===== config.mk =====
export PLATFORM = sky130hd
export DESIGN_NAME = csfr_status_regs
export DESIGN_NICKNAME = d
export VERILOG_FILES = /design/src/logic/csfr_status_regs.v /design/src/logic/csfr_code_map.v /design/src/logic/csfr_irq_pulse.v
export VERILOG_INCLUDE_DIRS = /design/src /design/src/logic
export SDC_FILE = /design/constraint.sdc
export NUM_CORES = 1
export LEC_CHECK = 0
export BUFFER_PORTS_ARGS = -buffer_cell sky130_fd_sc_hd__buf_2
export CAP_MARGIN = 15
export CORE_ASPECT_RATIO = 1.5
export CORE_MARGIN = 2
export CORE_UTILIZATION = 25
export CTS_CLUSTER_DIAMETER = 100
export CTS_CLUSTER_SIZE = 8
export DETAILED_ROUTE_END_ITERATION = 10
export SYNTH_ARGS = -nofsm -noshare
export SYNTH_HDL_FRONTEND = slang
export SYNTH_SLANG_ARGS = --single-unit

===== constraint.sdc =====
create_clock -name mclk -period 4.6 [get_ports mclk]
set_input_delay 0.92 -clock mclk [delete_from_list [all_inputs] [get_ports mclk]]
set_output_delay 0.92 -clock mclk [all_outputs]
set_load 0.005 [all_outputs]

===== src/logic/csfr_defines.vh =====
// register offsets, field positions, reset values and timing counts for the
// charger status and fault register bank.
// assumes: included by bare name from the design files under logic/.
`ifndef CSFR_DEFINES_VH
`define CSFR_DEFINES_VH

// register addresses on the serial register port
`define CSFR_ADDR_CHARGER_STATUS 8'h08
`define CSFR_ADDR_FAULT_STATUS 8'h09
`define CSFR_ADDR_INPUT_STATUS 8'h0a

// charger_status field positions
`define CSFR_SRC_MSB 7
`define CSFR_SRC_LSB 5
`define CSFR_PHASE_MSB 4
`define CSFR_PHASE_LSB 3
`define CSFR_PG_BIT 2
`define CSFR_THERM_BIT 1
`define CSFR_MINSYS_BIT 0

// fault_status field positions
`define CSFR_WDOG_BIT 7
`define CSFR_OTG_BIT 6
`define CSFR_CHGF_MSB 5
`define CSFR_CHGF_LSB 4
`define CSFR_BATOV_BIT 3
`define CSFR_ZONE_MSB 2
`define CSFR_ZONE_LSB 0

// input_status_and_irq_masks field positions
`define CSFR_ATTACH_BIT 7
`define CSFR_VREG_BIT 6
`define CSFR_IREG_BIT 5
`define CSFR_RSVD_BIT 4
`define CSFR_TOPOFF_BIT 3
`define CSFR_INOV_BIT 2
`define CSFR_VMASK_BIT 1
`define CSFR_IMASK_BIT 0

// mask reset value
`define CSFR_MASK_RESET 1'b0

// input source codes
`define CSFR_SRC_NONE 3'h0
`define CSFR_SRC_SDP 3'h1
`define CSFR_SRC_CDP 3'h2
`define CSFR_SRC_DCP 3'h3
`define CSFR_SRC_UNKNOWN 3'h5
`define CSFR_SRC_NONSTD 3'h6
`define CSFR_SRC_OTG 3'h7

// charge phase codes
`define CSFR_PH_IDLE 2'h0
`define CSFR_PH_PRE 2'h1
`define CSFR_PH_FAST 2'h2
`define CSFR_PH_DONE 2'h3

// charge fault codes
`define CSFR_CF_NORMAL 2'h0
`define CSFR_CF_INPUT 2'h1
`define CSFR_CF_THERMAL 2'h2
`define CSFR_CF_TIMER 2'h3

// thermistor zone codes
`define CSFR_TZ_NORMAL 3'h0
`define CSFR_TZ_WARM 3'h2
`define CSFR_TZ_COOL 3'h3
`define CSFR_TZ_COLD 3'h5
`define CSFR_TZ_HOT 3'h6

// defaults reload takes this many cycles before the request bit self-clears
`define CSFR_RELOAD_NS 100
`define CSFR_CLK_NS 25
`define CSFR_RELOAD_CYC ((`CSFR_RELOAD_NS + `CSFR_CLK_NS - 1) / `CSFR_CLK_NS)

`endif


===== src/logic/csfr_status_regs.v =====
// charger status and fault register bank: three 8-bit registers at 0x08,
// 0x09 and 0x0a on the charger's internal register port, plus the two
// regulation interrupt pulses.
// assumes: the serial interface front end presents single-cycle read and
// write strobes with an 8-bit address; condition levels from the analog
// side are synchronous to mclk.

`include "csfr_defines.vh"

module csfr_status_regs #(
  parameter RELOAD_CYC = `CSFR_RELOAD_CYC
) (
  mclk,
  rst_n,
  reg_addr,
  reg_wdata,
  reg_wr,
  reg_rd,
  reg_rdata,
  reg_hit,
  reload_request,
  reload_busy,
  safety_timer_reset,
  source_onehot,
  in_precharge,
  in_fastcharge,
  charge_done,
  power_good,
  in_thermal_regulation,
  in_min_system_regulation,
  watchdog_expired,
  otg_overload,
  battery_too_low_for_boost,
  adapter_ov,
  vin_between_bat_and_min,
  thermal_shutdown,
  safety_timer_expired,
  battery_ov,
  boost_mode,
  zone_onehot,
  input_attached,
  in_vin_regulation,
  in_iin_regulation,
  topoff_counting,
  input_ov_state,
  vin_reg_irq,
  iin_reg_irq
);

  input wire mclk;
  input wire rst_n;
  input wire [7:0] reg_addr;
  input wire [7:0] reg_wdata;
  input wire reg_wr;
  input wire reg_rd;
  output reg [7:0] reg_rdata;
  output wire reg_hit;
  input wire reload_request;
  output wire reload_busy;
  output wire safety_timer_reset;
  input wire [6:0] source_onehot;
  input wire in_precharge;
  input wire in_fastcharge;
  input wire charge_done;
  input wire power_good;
  input wire in_thermal_regulation;
  input wire in_min_system_regulation;
  input wire watchdog_expired;
  input wire otg_overload;
  input wire battery_too_low_for_boost;
  input wire adapter_ov;
  input wire vin_between_bat_and_min;
  input wire thermal_shutdown;
  input wire safety_timer_expired;
  input wire battery_ov;
  input wire boost_mode;
  input wire [3:0] zone_onehot;
  input wire input_attached;
  input wire in_vin_regulation;
  input wire in_iin_regulation;
  input wire topoff_counting;
  input wire input_ov_state;
  output wire vin_reg_irq;
  output wire iin_reg_irq;

  ////////////////////////////////////////////////////////////////////////////
  // address decode, shared by read and write paths

  function [1:0] csfr_decode;
    input [7:0] addr;
    begin
      case (addr)
        `CSFR_ADDR_CHARGER_STATUS: csfr_decode = 2'h1;
        `CSFR_ADDR_FAULT_STATUS: csfr_decode = 2'h2;
        `CSFR_ADDR_INPUT_STATUS: csfr_decode = 2'h3;
        default: csfr_decode = 2'h0;
      endcase
    end
  endfunction

  wire [1:0] sel; // which register the address names, 0 for none
  assign sel = csfr_decode(reg_addr);
  assign reg_hit = (sel != 2'h0);

  ////////////////////////////////////////////////////////////////////////////
  // field encoders

  wire [2:0] source_code; // input source field
  wire [1:0] phase_code; // charge phase field
  wire [1:0] fault_code; // charge fault field
  wire [2:0] zone_code; // thermistor zone field

  csfr_code_map u_code_map (
    .source_onehot(source_onehot),
    .in_precharge(in_precharge),
    .in_fastcharge(in_fastcharge),
    .charge_done(charge_done),
    .adapter_ov(adapter_ov),
    .vin_between_bat_and_min(vin_between_bat_and_min),
    .thermal_shutdown(thermal_shutdown),
    .safety_timer_expired(safety_timer_expired),
    .boost_mode(boost_mode),
    .zone_onehot(zone_onehot),
    .source_code(source_code),
    .phase_code(phase_code),
    .fault_code(fault_code),
    .zone_code(zone_code)
  );

  ////////////////////////////////////////////////////////////////////////////
  // status capture: live levels are registered each cycle so a read sees
  // one coherent byte rather than bits changing mid-transfer

  reg [7:0] charger_status_q;
  reg [7:0] fault_status_q;
  reg [5:0] input_flags_q; // bits 7:2 of the third register
  reg [7:0] charger_status_d;
  reg [7:0] fault_status_d;
  reg [5:0] input_flags_d;
  wire boost_blocked; // anything that stops boost from starting

  assign boost_blocked = otg_overload || adapter_ov ||
                         battery_too_low_for_boost;

  // assemble the next status bytes
  always @* begin
    charger_status_d = 8'h00;
    // source field carries detection only, never the software limit
    charger_status_d[`CSFR_SRC_MSB:`CSFR_SRC_LSB] = source_code;
    charger_status_d[`CSFR_PHASE_MSB:`CSFR_PHASE_LSB] = phase_code;
    charger_status_d[`CSFR_PG_BIT] = power_good;
    charger_status_d[`CSFR_THERM_BIT] = in_thermal_regulation;
    charger_status_d[`CSFR_MINSYS_BIT] = in_min_system_regulation;
    fault_status_d = 8'h00;
    fault_status_d[`CSFR_WDOG_BIT] = watchdog_expired;
    fault_status_d[`CSFR_OTG_BIT] = boost_blocked;
    fault_status_d[`CSFR_CHGF_MSB:`CSFR_CHGF_LSB] = fault_code;
    fault_status_d[`CSFR_BATOV_BIT] = battery_ov;
    fault_status_d[`CSFR_ZONE_MSB:`CSFR_ZONE_LSB] = zone_code;
    input_flags_d = 6'h00;
    input_flags_d[5] = input_attached;
    input_flags_d[4] = in_vin_regulation;
    input_flags_d[3] = in_iin_regulation;
    input_flags_d[2] = 1'b0; // reserved, reads zero
    input_flags_d[1] = topoff_counting;
    input_flags_d[0] = input_ov_state;
  end

  // the status flops follow the conditions and are never written by software
  always @(posedge mclk) begin
    if (!rst_n) begin
      charger_status_q <= 8'h00;
      fault_status_q <= 8'h00;
      input_flags_q <= 6'h00;
    end else begin
      charger_status_q <= charger_status_d;
      fault_status_q <= fault_status_d;
      input_flags_q <= input_flags_d;
    end
  end

  ////////////////////////////////////////////////////////////////////////////
  // defaults reload sequencer: a request starts a count; while it runs the
  // masks sit at default and the safety timer reset is held

  localparam ST_IDLE = 1'b0;
  localparam ST_BUSY = 1'b1;

  reg state_q;
  reg state_d;
  reg [7:0] reload_cnt_q;
  reg [7:0] reload_cnt_d;

  // count down the reload, then return to idle so the request bit clears
  always @* begin
    state_d = state_q;
    reload_cnt_d = reload_cnt_q;
    case (state_q)
      ST_IDLE: begin
        if (reload_request) begin
          state_d = ST_BUSY;
          reload_cnt_d = RELOAD_CYC[7:0] - 8'h01;
        end
      end
      ST_BUSY: begin
        if (reload_cnt_q == 8'h00) begin
          state_d = ST_IDLE;
        end else begin
          reload_cnt_d = reload_cnt_q - 8'h01;
        end
      end
      default: begin
        state_d = ST_IDLE;
      end
    endcase
  end

  always @(posedge mclk) begin
    if (!rst_n) begin
      state_q <= ST_IDLE;
      reload_cnt_q <= 8'h00;
    end else begin
      state_q <= state_d;
      reload_cnt_q <= reload_cnt_d;
    end
  end

  // busy reads back as the request bit still set; it drops when done
  assign reload_busy = (state_q == ST_BUSY);
  assign safety_timer_reset = (state_q == ST_BUSY);

  ////////////////////////////////////////////////////////////////////////////
  // interrupt masks, the only writable bits of these registers

  reg vin_mask_q;
  reg iin_mask_q;
  reg vin_mask_d;
  reg iin_mask_d;
  wire mask_write; // write to the third register
  assign mask_write = reg_wr && (sel == 2'h3);

  // reload wins over a write in the same cycle: defaults must stick
  always @* begin
    vin_mask_d = vin_mask_q;
    iin_mask_d = iin_mask_q;
    if (reload_request || reload_busy) begin
      vin_mask_d = `CSFR_MASK_RESET;
      iin_mask_d = `CSFR_MASK_RESET;
    end else if (mask_write) begin
      // only the two mask bits are taken; the rest of the byte is dropped
      vin_mask_d = reg_wdata[`CSFR_VMASK_BIT];
      iin_mask_d = reg_wdata[`CSFR_IMASK_BIT];
    end
  end

  always @(posedge mclk) begin
    if (!rst_n) begin
      vin_mask_q <= `CSFR_MASK_RESET;
      iin_mask_q <= `CSFR_MASK_RESET;
    end else begin
      vin_mask_q <= vin_mask_d;
      iin_mask_q <= iin_mask_d;
    end
  end

  ////////////////////////////////////////////////////////////////////////////
  // regulation entry pulses; edges taken from the captured flags so the
  // pulse lines up with the byte a read would return

  csfr_irq_pulse u_vin_pulse (
    .mclk(mclk),
    .rst_n(rst_n),
    .level(input_flags_q[4]),
    .mask(vin_mask_q),
    .pulse(vin_reg_irq)
  );

  csfr_irq_pulse u_iin_pulse (
    .mclk(mclk),
    .rst_n(rst_n),
    .level(input_flags_q[3]),
    .mask(iin_mask_q),
    .pulse(iin_reg_irq)
  );

  ////////////////////////////////////////////////////////////////////////////
  // read data: registered, valid the cycle after the read strobe

  reg [7:0] rdata_d;

  // unmapped addresses read as zero
  always @* begin
    rdata_d = reg_rdata;
    if (reg_rd) begin
      case (sel)
        2'h1: rdata_d = charger_status_q;
        2'h2: rdata_d = fault_status_q;
        2'h3: rdata_d = {input_flags_q, vin_mask_q, iin_mask_q};
        default: rdata_d = 8'h00;
      endcase
    end
  end

  always @(posedge mclk) begin
    if (!rst_n) begin
      reg_rdata <= 8'h00;
    end else begin
      reg_rdata <= rdata_d;
    end
  end

endmodule


===== src/logic/csfr_code_map.v =====
// encoders that turn the analog side's condition levels into the status
// field codes of the bank.
// assumes: inputs are steady levels synchronous to mclk.

`include "csfr_defines.vh"

module csfr_code_map (
  input wire [6:0] source_onehot,
  input wire in_precharge,
  input wire in_fastcharge,
  input wire charge_done,
  input wire adapter_ov,
  input wire vin_between_bat_and_min,
  input wire thermal_shutdown,
  input wire safety_timer_expired,
  input wire boost_mode,
  input wire [3:0] zone_onehot,
  output reg [2:0] source_code,
  output reg [1:0] phase_code,
  output reg [1:0] fault_code,
  output reg [2:0] zone_code
);

  ////////////////////////////////////////////////////////////////////////////
  // source: bit order sdp,cdp,dcp,unknown,nonstd,otg; otg wins; bit 6 spare
  always @* begin
    source_code = `CSFR_SRC_NONE;
    if (source_onehot[5]) begin
      source_code = `CSFR_SRC_OTG;
    end else if (source_onehot[4]) begin
      source_code = `CSFR_SRC_NONSTD;
    end else if (source_onehot[3]) begin
      source_code = `CSFR_SRC_UNKNOWN;
    end else if (source_onehot[2]) begin
      source_code = `CSFR_SRC_DCP;
    end else if (source_onehot[1]) begin
      source_code = `CSFR_SRC_CDP;
    end else if (source_onehot[0]) begin
      source_code = `CSFR_SRC_SDP;
    end
  end

  // charge phase, termination outranks fast outranks pre-charge
  always @* begin
    phase_code = `CSFR_PH_IDLE;
    if (charge_done) begin
      phase_code = `CSFR_PH_DONE;
    end else if (in_fastcharge) begin
      phase_code = `CSFR_PH_FAST;
    end else if (in_precharge) begin
      phase_code = `CSFR_PH_PRE;
    end
  end

  // charge fault; the timer code is the most severe shown
  always @* begin
    fault_code = `CSFR_CF_NORMAL;
    if (safety_timer_expired) begin
      fault_code = `CSFR_CF_TIMER;
    end else if (thermal_shutdown) begin
      fault_code = `CSFR_CF_THERMAL;
    end else if (adapter_ov || vin_between_bat_and_min) begin
      fault_code = `CSFR_CF_INPUT;
    end
  end

  // zone order: warm, cool, cold, hot; boost mode drops warm and cool
  always @* begin
    zone_code = `CSFR_TZ_NORMAL;
    if (zone_onehot[3]) begin
      zone_code = `CSFR_TZ_HOT;
    end else if (zone_onehot[2]) begin
      zone_code = `CSFR_TZ_COLD;
    end else if (!boost_mode && zone_onehot[1]) begin
      zone_code = `CSFR_TZ_COOL;
    end else if (!boost_mode && zone_onehot[0]) begin
      zone_code = `CSFR_TZ_WARM;
    end
  end

endmodule


===== src/logic/csfr_irq_pulse.v =====
// one-cycle pulse on the rising edge of a regulation level, gated by a mask.
// assumes: level synchronous to mclk.

module csfr_irq_pulse (
  input wire mclk,
  input wire rst_n,
  input wire level,
  input wire mask,
  output wire pulse
);

  reg level_q; // previous level
  wire level_d;

  assign level_d = level;

  // remember the level so an entry can be seen as a rising edge
  always @(posedge mclk) begin
    if (!rst_n) begin
      level_q <= 1'b0;
    end else begin
      level_q <= level_d;
    end
  end

  // mask set means no pulse; a level already high at reset still gives one, since level_q resets low
  assign pulse = level && !level_q && !mask;

endmodule


Word level (Yosys, flattened, before mapping)
Index checks and enable logic that the tools add are counted.

cells by class
  $add $sub $neg = 1
  equality and inequality tests = 8
  multiplexer cells = 24
  bitwise operators = 2
  reductions and logical operators = 21

operators with widths
  cell                   number
  $eq A8 B4 Y1 const B   3
  $mux W3                8
  $pmux W8 S3            1
  $mux W8                2
  $pmux W8 S2            1
  $mux W2                5
  $logic_not A8 Y1       1
  $sub A8 B1 Y8 const B  1
  $logic_and A1 B1 Y1    7
  $pmux W2 S3            1
  $logic_not A1 Y1       5
  $mux W1                5
  $eq A2 B2 Y1 const B   2
  $logic_or A1 B1 Y1     4
  $ne A2 B2 Y1 const B   2
  $reduce_or A2 Y1       2
  $eq A2 B1 Y1 const B   1
  $not A1 Y1             2
  $pmux W1 S2            1
  $reduce_and A2 Y1      1
  $reduce_bool A2 Y1     1

storage, ports and cells
  bits in registers = 43
  input port bits = 52
  output and inout bits = 13
  word-level logic and storage cells = 68

Longest topological paths before layout
  word-level depth = 6
  mapped depth = 6
  gate-level depth less buffers = 6

Modules after synthesis
Synthesis repeated with hierarchy kept, for this count alone.

second synthesis, totals
  cell total of the unflattened synthesis = 180
  area, all modules = 1720.4 um^2

by module, submodules not included
  module            instances  cells an instance  area each (um^2)  seq. area each (um^2)
  csfr_status_regs  1          154                1536.5            800.8
  csfr_code_map     1          20                 106.4             0.0
  csfr_irq_pulse    2          3                  38.8              20.0

Worst setup path after synthesis
No wires, ideal clock.

  kind = input to output
  from = in reg_addr[5]
  to = out reg_hit
  arrival time = 1.467 ns
  required time = 3.680 ns
  slack = 2.213 ns
  stages = 3
  cell sequence = nor4_2 -> nand2_1 -> a21oi_1

on the way
  cells in the longest elaborated chain, start to end = 3

RTL lines
  item                    line                    RTL
  from (decl)             csfr_status_regs.v:52   input wire [7:0] reg_addr;
  $eq A8 B4 Y1            csfr_status_regs.v:92   case (addr)
  $pmux W2 S3 (*)         csfr_status_regs.v:92
  $reduce_bool A2 Y1 (*)  csfr_status_regs.v:103  assign reg_hit = (sel != 2'h0);
  to (decl)               csfr_status_regs.v:57   output wire reg_hit;

Mark *: on every way between the ends. The rest lies on a longest branch, timed or not.

Worst setup path after layout
Ends and elaborated chain as after synthesis.

==> metrics.txt <==
# TYPE chip_impl_metric gauge
chip_impl_metric{name="async_flop_share",unit="%"} 0
chip_impl_info{name="critical_path.slowest_cell",value="sky130_fd_sc_hd__nor4_2"} 1
chip_impl_metric{name="dp.cells",unit=""} 309
chip_impl_metric{name="power_switching_share",unit="%"} 24.3
chip_impl_metric{name="syn_inst",unit=""} 182
chip_impl_metric{name="num_rows",unit=""} 36
chip_impl_metric{name="timing.clock.skew",unit="ns"} 0.00634
chip_impl_metric{name="synth_largest_type_area_fraction",unit="%"} 49.5
chip_impl_metric{name="power.density_cell_area",unit="nW/µm²"} 378
chip_impl_metric{name="tritoncts.num_buffers",unit=""} 5
chip_impl_metric{name="final_min_period_over_clock_period",unit="%"} 58.2
chip_impl_metric{name="cts.repair.resized",unit=""} 0
chip_impl_metric{name="timing.final.max_slew_violations",unit=""} 0
chip_impl_info{name="post-synth-top-area-cell",value="sky130_fd_sc_hd__dfxtp_1"} 1
chip_impl_metric{name="crit_path_buffers_inverters",unit=""} 2
chip_impl_metric{name="power.share.clock",unit="%"} 36.1
chip_impl_metric{name="detailedPlacementHpwl",unit="mm"} 2.95
chip_impl_info{name="tritoncts",value="yes"} 1
chip_impl_metric{name="totalNegativeSetupSlack",unit="ns"} 0
chip_impl_metric{name="p_seq_share",unit="%"} 49.0
chip_impl_metric{name="syn-cell-area",unit="µm²"} 1700
chip_impl_metric{name="drt_first_iter_violations",unit=""} 58
chip_impl_metric{name="fillerInstances",unit=""} 705
chip_impl_metric{name="final_antenna_diode_count",unit=""} 0
chip_impl_metric{name="worst-endpoint-arrival",unit="ns"} 1.76
chip_impl_info{name="critical_setup_path_kind",value="input port to primary output"} 1
chip_impl_metric{name="grt_pass1_vias",unit=""} 1448
chip_impl_metric{name="postCtsSetupRepairBufs",unit=""} 0
chip_impl_metric{name="grt_pass1_wl",unit="mm"} 6.39
chip_impl_metric{name="tightest_slew",unit="ns"} 0.618
chip_impl_metric{name="final.hold.worst_slack",unit="ns"} 0.473
chip_impl_metric{name="floorplan.io_pins",unit=""} 65
chip_impl_metric{name="vias",unit=""} 1413
chip_impl_metric{name="routed_via_density",unit=""} 4.47
chip_impl_metric{name="clk_transition_reported_paths",unit="ns"} 0.08
chip_impl_metric{name="clock_sinks",unit=""} 42
chip_impl_metric{name="ctsLongestPathBuffers",unit=""} 2
chip_impl_metric{name="power.ir.vdd_worst",unit="µV"} 122
chip_impl_metric{name="fmax",unit="MHz"} 373
chip_impl_metric{name="leakagePower",unit="nW"} 0.980
chip_impl_metric{name="h_tree_lvls",unit=""} 2
chip_impl_metric{name="power_report.internal_total",unit="µW"} 619
chip_impl_metric{name="flow.area_growth_from_synthesis",unit="%"} 27.4
chip_impl_info{name="crit_chain",value="buf_2 > nor4_2 > nand2_1 > a21oi_1 > buf_2"} 1
chip_impl_metric{name="maximum_fanout_encountered_on_the_critical_timing_path",unit=""} 3
chip_impl_metric{name="syn_area_cell",unit="µm²"} 9.34
chip_impl_metric{name="die-area",unit="µm²"} 7490
chip_impl_metric{name="detail-route-antenna-nets",unit=""} 0
chip_impl_info{name="hold_class",value="flop to flop"} 1
chip_impl_info{name="reg2reg_to",value="reload_cnt_q[5]"} 1
chip_impl_info{name="critical_path.reg2reg.startpoint",value="reload_cnt_q[0]"} 1
chip_impl_metric{name="drt_drc",unit=""} 0
chip_impl_metric{name="final_core_util",unit="%"} 33.1
chip_impl_metric{name="min_period",unit="ns"} 2.68
chip_impl_metric{name="die_y",unit="µm"} 105
chip_impl_info{name="post_synth_top_flop",value="sky130_fd_sc_hd__dfxtp_1"} 1
chip_impl_info{name="holdPathEnd",value="reg_rdata[6]"} 1
chip_impl_info{name="critical_path.most_common_cell",value="sky130_fd_sc_hd__buf_2"} 1
chip_impl_metric{name="synthesis.nets",unit=""} 235
chip_impl_metric{name="nets",unit=""} 293
chip_impl_metric{name="ctsHoldBuffers",unit=""} 0
chip_impl_metric{name="depth_of_the_worst_register_to_register_path",unit=""} 6
chip_impl_metric{name="initial_core_util",unit="%"} 26.0
chip_impl_info{name="worst_path_dominant_cell_family",value="simple AND/OR/NAND/NOR gates"} 1
chip_impl_metric{name="unique_cell_type_count_in_the_yosys_netlist",unit=""} 39
chip_impl_metric{name="yosys_register_bits",unit=""} 42
chip_impl_metric{name="gp_congestion",unit=""} 0.737
chip_impl_metric{name="antenna_found_initial",unit=""} 0
chip_impl_info{name="outcome",value="complete, no violations"} 1
chip_impl_metric{name="drt-wirelength-per-cell",unit="µm"} 12.0
chip_impl_metric{name="grt_start_max_net_pins",unit=""} 18
chip_impl_info{name="holdCritStartpoint",value="reg_rdata[6]"} 1
chip_impl_metric{name="worst_path_largest_cell_delay",unit="ns"} 0.30
chip_impl_metric{name="power.combinational.fraction",unit="%"} 14.8
chip_impl_metric{name="core_area",unit="µm²"} 6530
chip_impl_metric{name="max_slew_margin",unit="%"} 58.4
chip_impl_metric{name="layout-drive-gt1-share",unit="%"} 29.2
chip_impl_metric{name="r2r_setup_slack",unit="ns"} 2.95
chip_impl_metric{name="number_of_synthesized_flops_with_an_enable_pin",unit=""} 0
chip_impl_metric{name="synthesis.yosys.warnings",unit=""} 0
chip_impl_metric{name="wl",unit="mm"} 3.78
chip_impl_info{name="synth.top_cells.by_area",value="sky130_fd_sc_hd__dfxtp_1 (49%), sky130_fd_sc_hd__nor2_1 (6.6%), sky130_fd_sc_hd__mux2i_1 (5.9%)"} 1
chip_impl_metric{name="number_of_failing_hold_endpoints_at_the_final_stage",unit=""} 0
chip_impl_metric{name="clk-insertion-delay-late",unit="ns"} 0.29
chip_impl_metric{name="critPathRequiredTime",unit="ns"} 3.68
chip_impl_info{name="setup_repair_after_global_routing_missed_its_margin",value="no"} 1
chip_impl_metric{name="die_width",unit="µm"} 71.3
chip_impl_metric{name="setup_violation_total_in_the_final_timing_report",unit=""} 0
chip_impl_metric{name="place.port_buffers",unit=""} 57
chip_impl_info{name="endpoint_kind",value="primary output"} 1
chip_impl_metric{name="p_total",unit="µW"} 818
chip_impl_metric{name="final-instance-count-excl-fill",unit=""} 316
chip_impl_info{name="crit_path_start_kind",value="input port"} 1
chip_impl_info{name="ctsRootBufferMaster",value="sky130_fd_sc_hd__clkbuf_8"} 1
chip_impl_metric{name="yosysSeqAreaShare",unit="%"} 49.5
chip_impl_metric{name="whs_path_depth",unit=""} 1
chip_impl_metric{name="drt_pass1_iterations",unit=""} 4
chip_impl_metric{name="global_route.usage.total",unit="%"} 11.0
chip_impl_metric{name="netSwitchingPower",unit="µW"} 199
chip_impl_metric{name="maxCapViolations",unit=""} 0
chip_impl_metric{name="grt_overflow",unit=""} 0
==> worst max-delay path by stage <==
stage	start	endpoint	slack, ns	depth (start not counted)
final	reg_addr[5]	reg_hit	1.92	5
after global routing	reg_addr[5]	reg_hit	1.85	5
after CTS	reg_addr[5]	reg_hit	1.89	5
after detailed placement	reg_addr[5]	reg_hit	1.89	5
after global placement	reg_addr[5]	reg_hit	1.92	5
after floorplan	reg_addr[5]	reg_hit	2.21	3
==> metal layers <==
layer | vias up | share of wire, % | global-route usage [%]
met1 | 620 | 42 | 11.8
li1 | 742 | - | -
met4 | 0 | 2.8 | 6.20
met3 | 9 | 5.9 | 3.38
met5 | - | 0 | 0
met2 | 42 | 49 | 18.7
==> cell type report <==
type                    instances  area (µm²)  area share, %
inverters                       7        26.3           1.21
clock inverters                 1        30.0           1.39
multi-input cells             127         805           37.2
flip-flops and latches         42         841           38.8
clock buffers                   6        82.6           3.82
well taps                      76        95.1           4.39
repair buffers                 57         285           13.2
==> logic make-up after synthesis <==
logic type / Yosys count / share of synthesized area, %
fa+ha+maj: 1 / 0.736
buf+inv: 13 / 3.17
mux: 10 / 5.89
compound gates: 37 / 16.1
xor+xnor: 2 / 1.03
simple gates: 77 / 23.6
flops: 42 / 49.5
==> layout by cell type, fill, tap and decap left out, types with 2 or more instances in the layout <==
cell type	n
sky130_fd_sc_hd__o21ai_0	8
sky130_fd_sc_hd__a21oi_1	10
sky130_fd_sc_hd__a22o_1	7
sky130_fd_sc_hd__a21o_1	2
sky130_fd_sc_hd__o21a_1	2
sky130_fd_sc_hd__mux2i_1	10
sky130_fd_sc_hd__o31ai_1	2
sky130_fd_sc_hd__a211oi_1	2
sky130_fd_sc_hd__nand2b_1	2
sky130_fd_sc_hd__nor2_1	30
sky130_fd_sc_hd__clkbuf_8	6
sky130_fd_sc_hd__nor3b_1	2
sky130_fd_sc_hd__and2_1	13
sky130_fd_sc_hd__buf_2	57
sky130_fd_sc_hd__nand2_1	10
sky130_fd_sc_hd__dfxtp_1	42
sky130_fd_sc_hd__nor3_1	5
sky130_fd_sc_hd__inv_1	7
sky130_fd_sc_hd__or4_1	2
sky130_fd_sc_hd__nor2b_1	2
==> power groups by stage <==
stage               logic [mW]  clock network [mW]  registers (mW)
floorplan               0.0855                   0           0.405
global placement         0.121                   0           0.409
detailed placement       0.122                   0           0.409
CTS                      0.123               0.301           0.401
global route             0.138               0.321           0.404
finish                   0.121               0.296           0.401
==> worst register-to-register path, stage by stage (launching register included) <==
cell and delay (ns):
sky130_fd_sc_hd__dfxtp_1 0.37, sky130_fd_sc_hd__inv_1 0.06, sky130_fd_sc_hd__ha_1 0.23, sky130_fd_sc_hd__nand4bb_1 0.20
sky130_fd_sc_hd__o2111ai_4 0.16, sky130_fd_sc_hd__or4_1 0.42, sky130_fd_sc_hd__a21oi_1 0.14
==> through the flow <==
stage | cell area, µm² | worst slack [ns]
global route | 2160 | 1.85
finish | 2160 | 1.92
detailed placement | 2050 | 1.89
CTS | 2160 | 1.89
global placement | 2050 | 1.92
floorplan | 1700 | 2.21
==> cells in the mapped netlist (all sizes together), types with 2 or more instances <==
master,n
nand2,10
or2,2
inv,7
clkbuf,4
nor2b,2
dfxtp,42
or4,3
nor3,5
a22o,7
a21oi,10
o31ai,2
nor2,30
nor4,2
and2,13
a21o,2
nand2b,2
mux2i,10
a211oi,3
o21a,2
buf,2
o21ai,8
nor3b,2
==> registers in the layout, summed over array words and instances, names as in the netlist <==
name                 flops
u_vin_pulse.level_q      1
charger_status_q         8
reload_cnt_q             8
iin_mask_q               1
input_flags_q            5
reg_rdata                8
vin_mask_q               1
u_iin_pulse.level_q      1
fault_status_q           8
reload_busy              1
(Power assumes the default switching activity.)
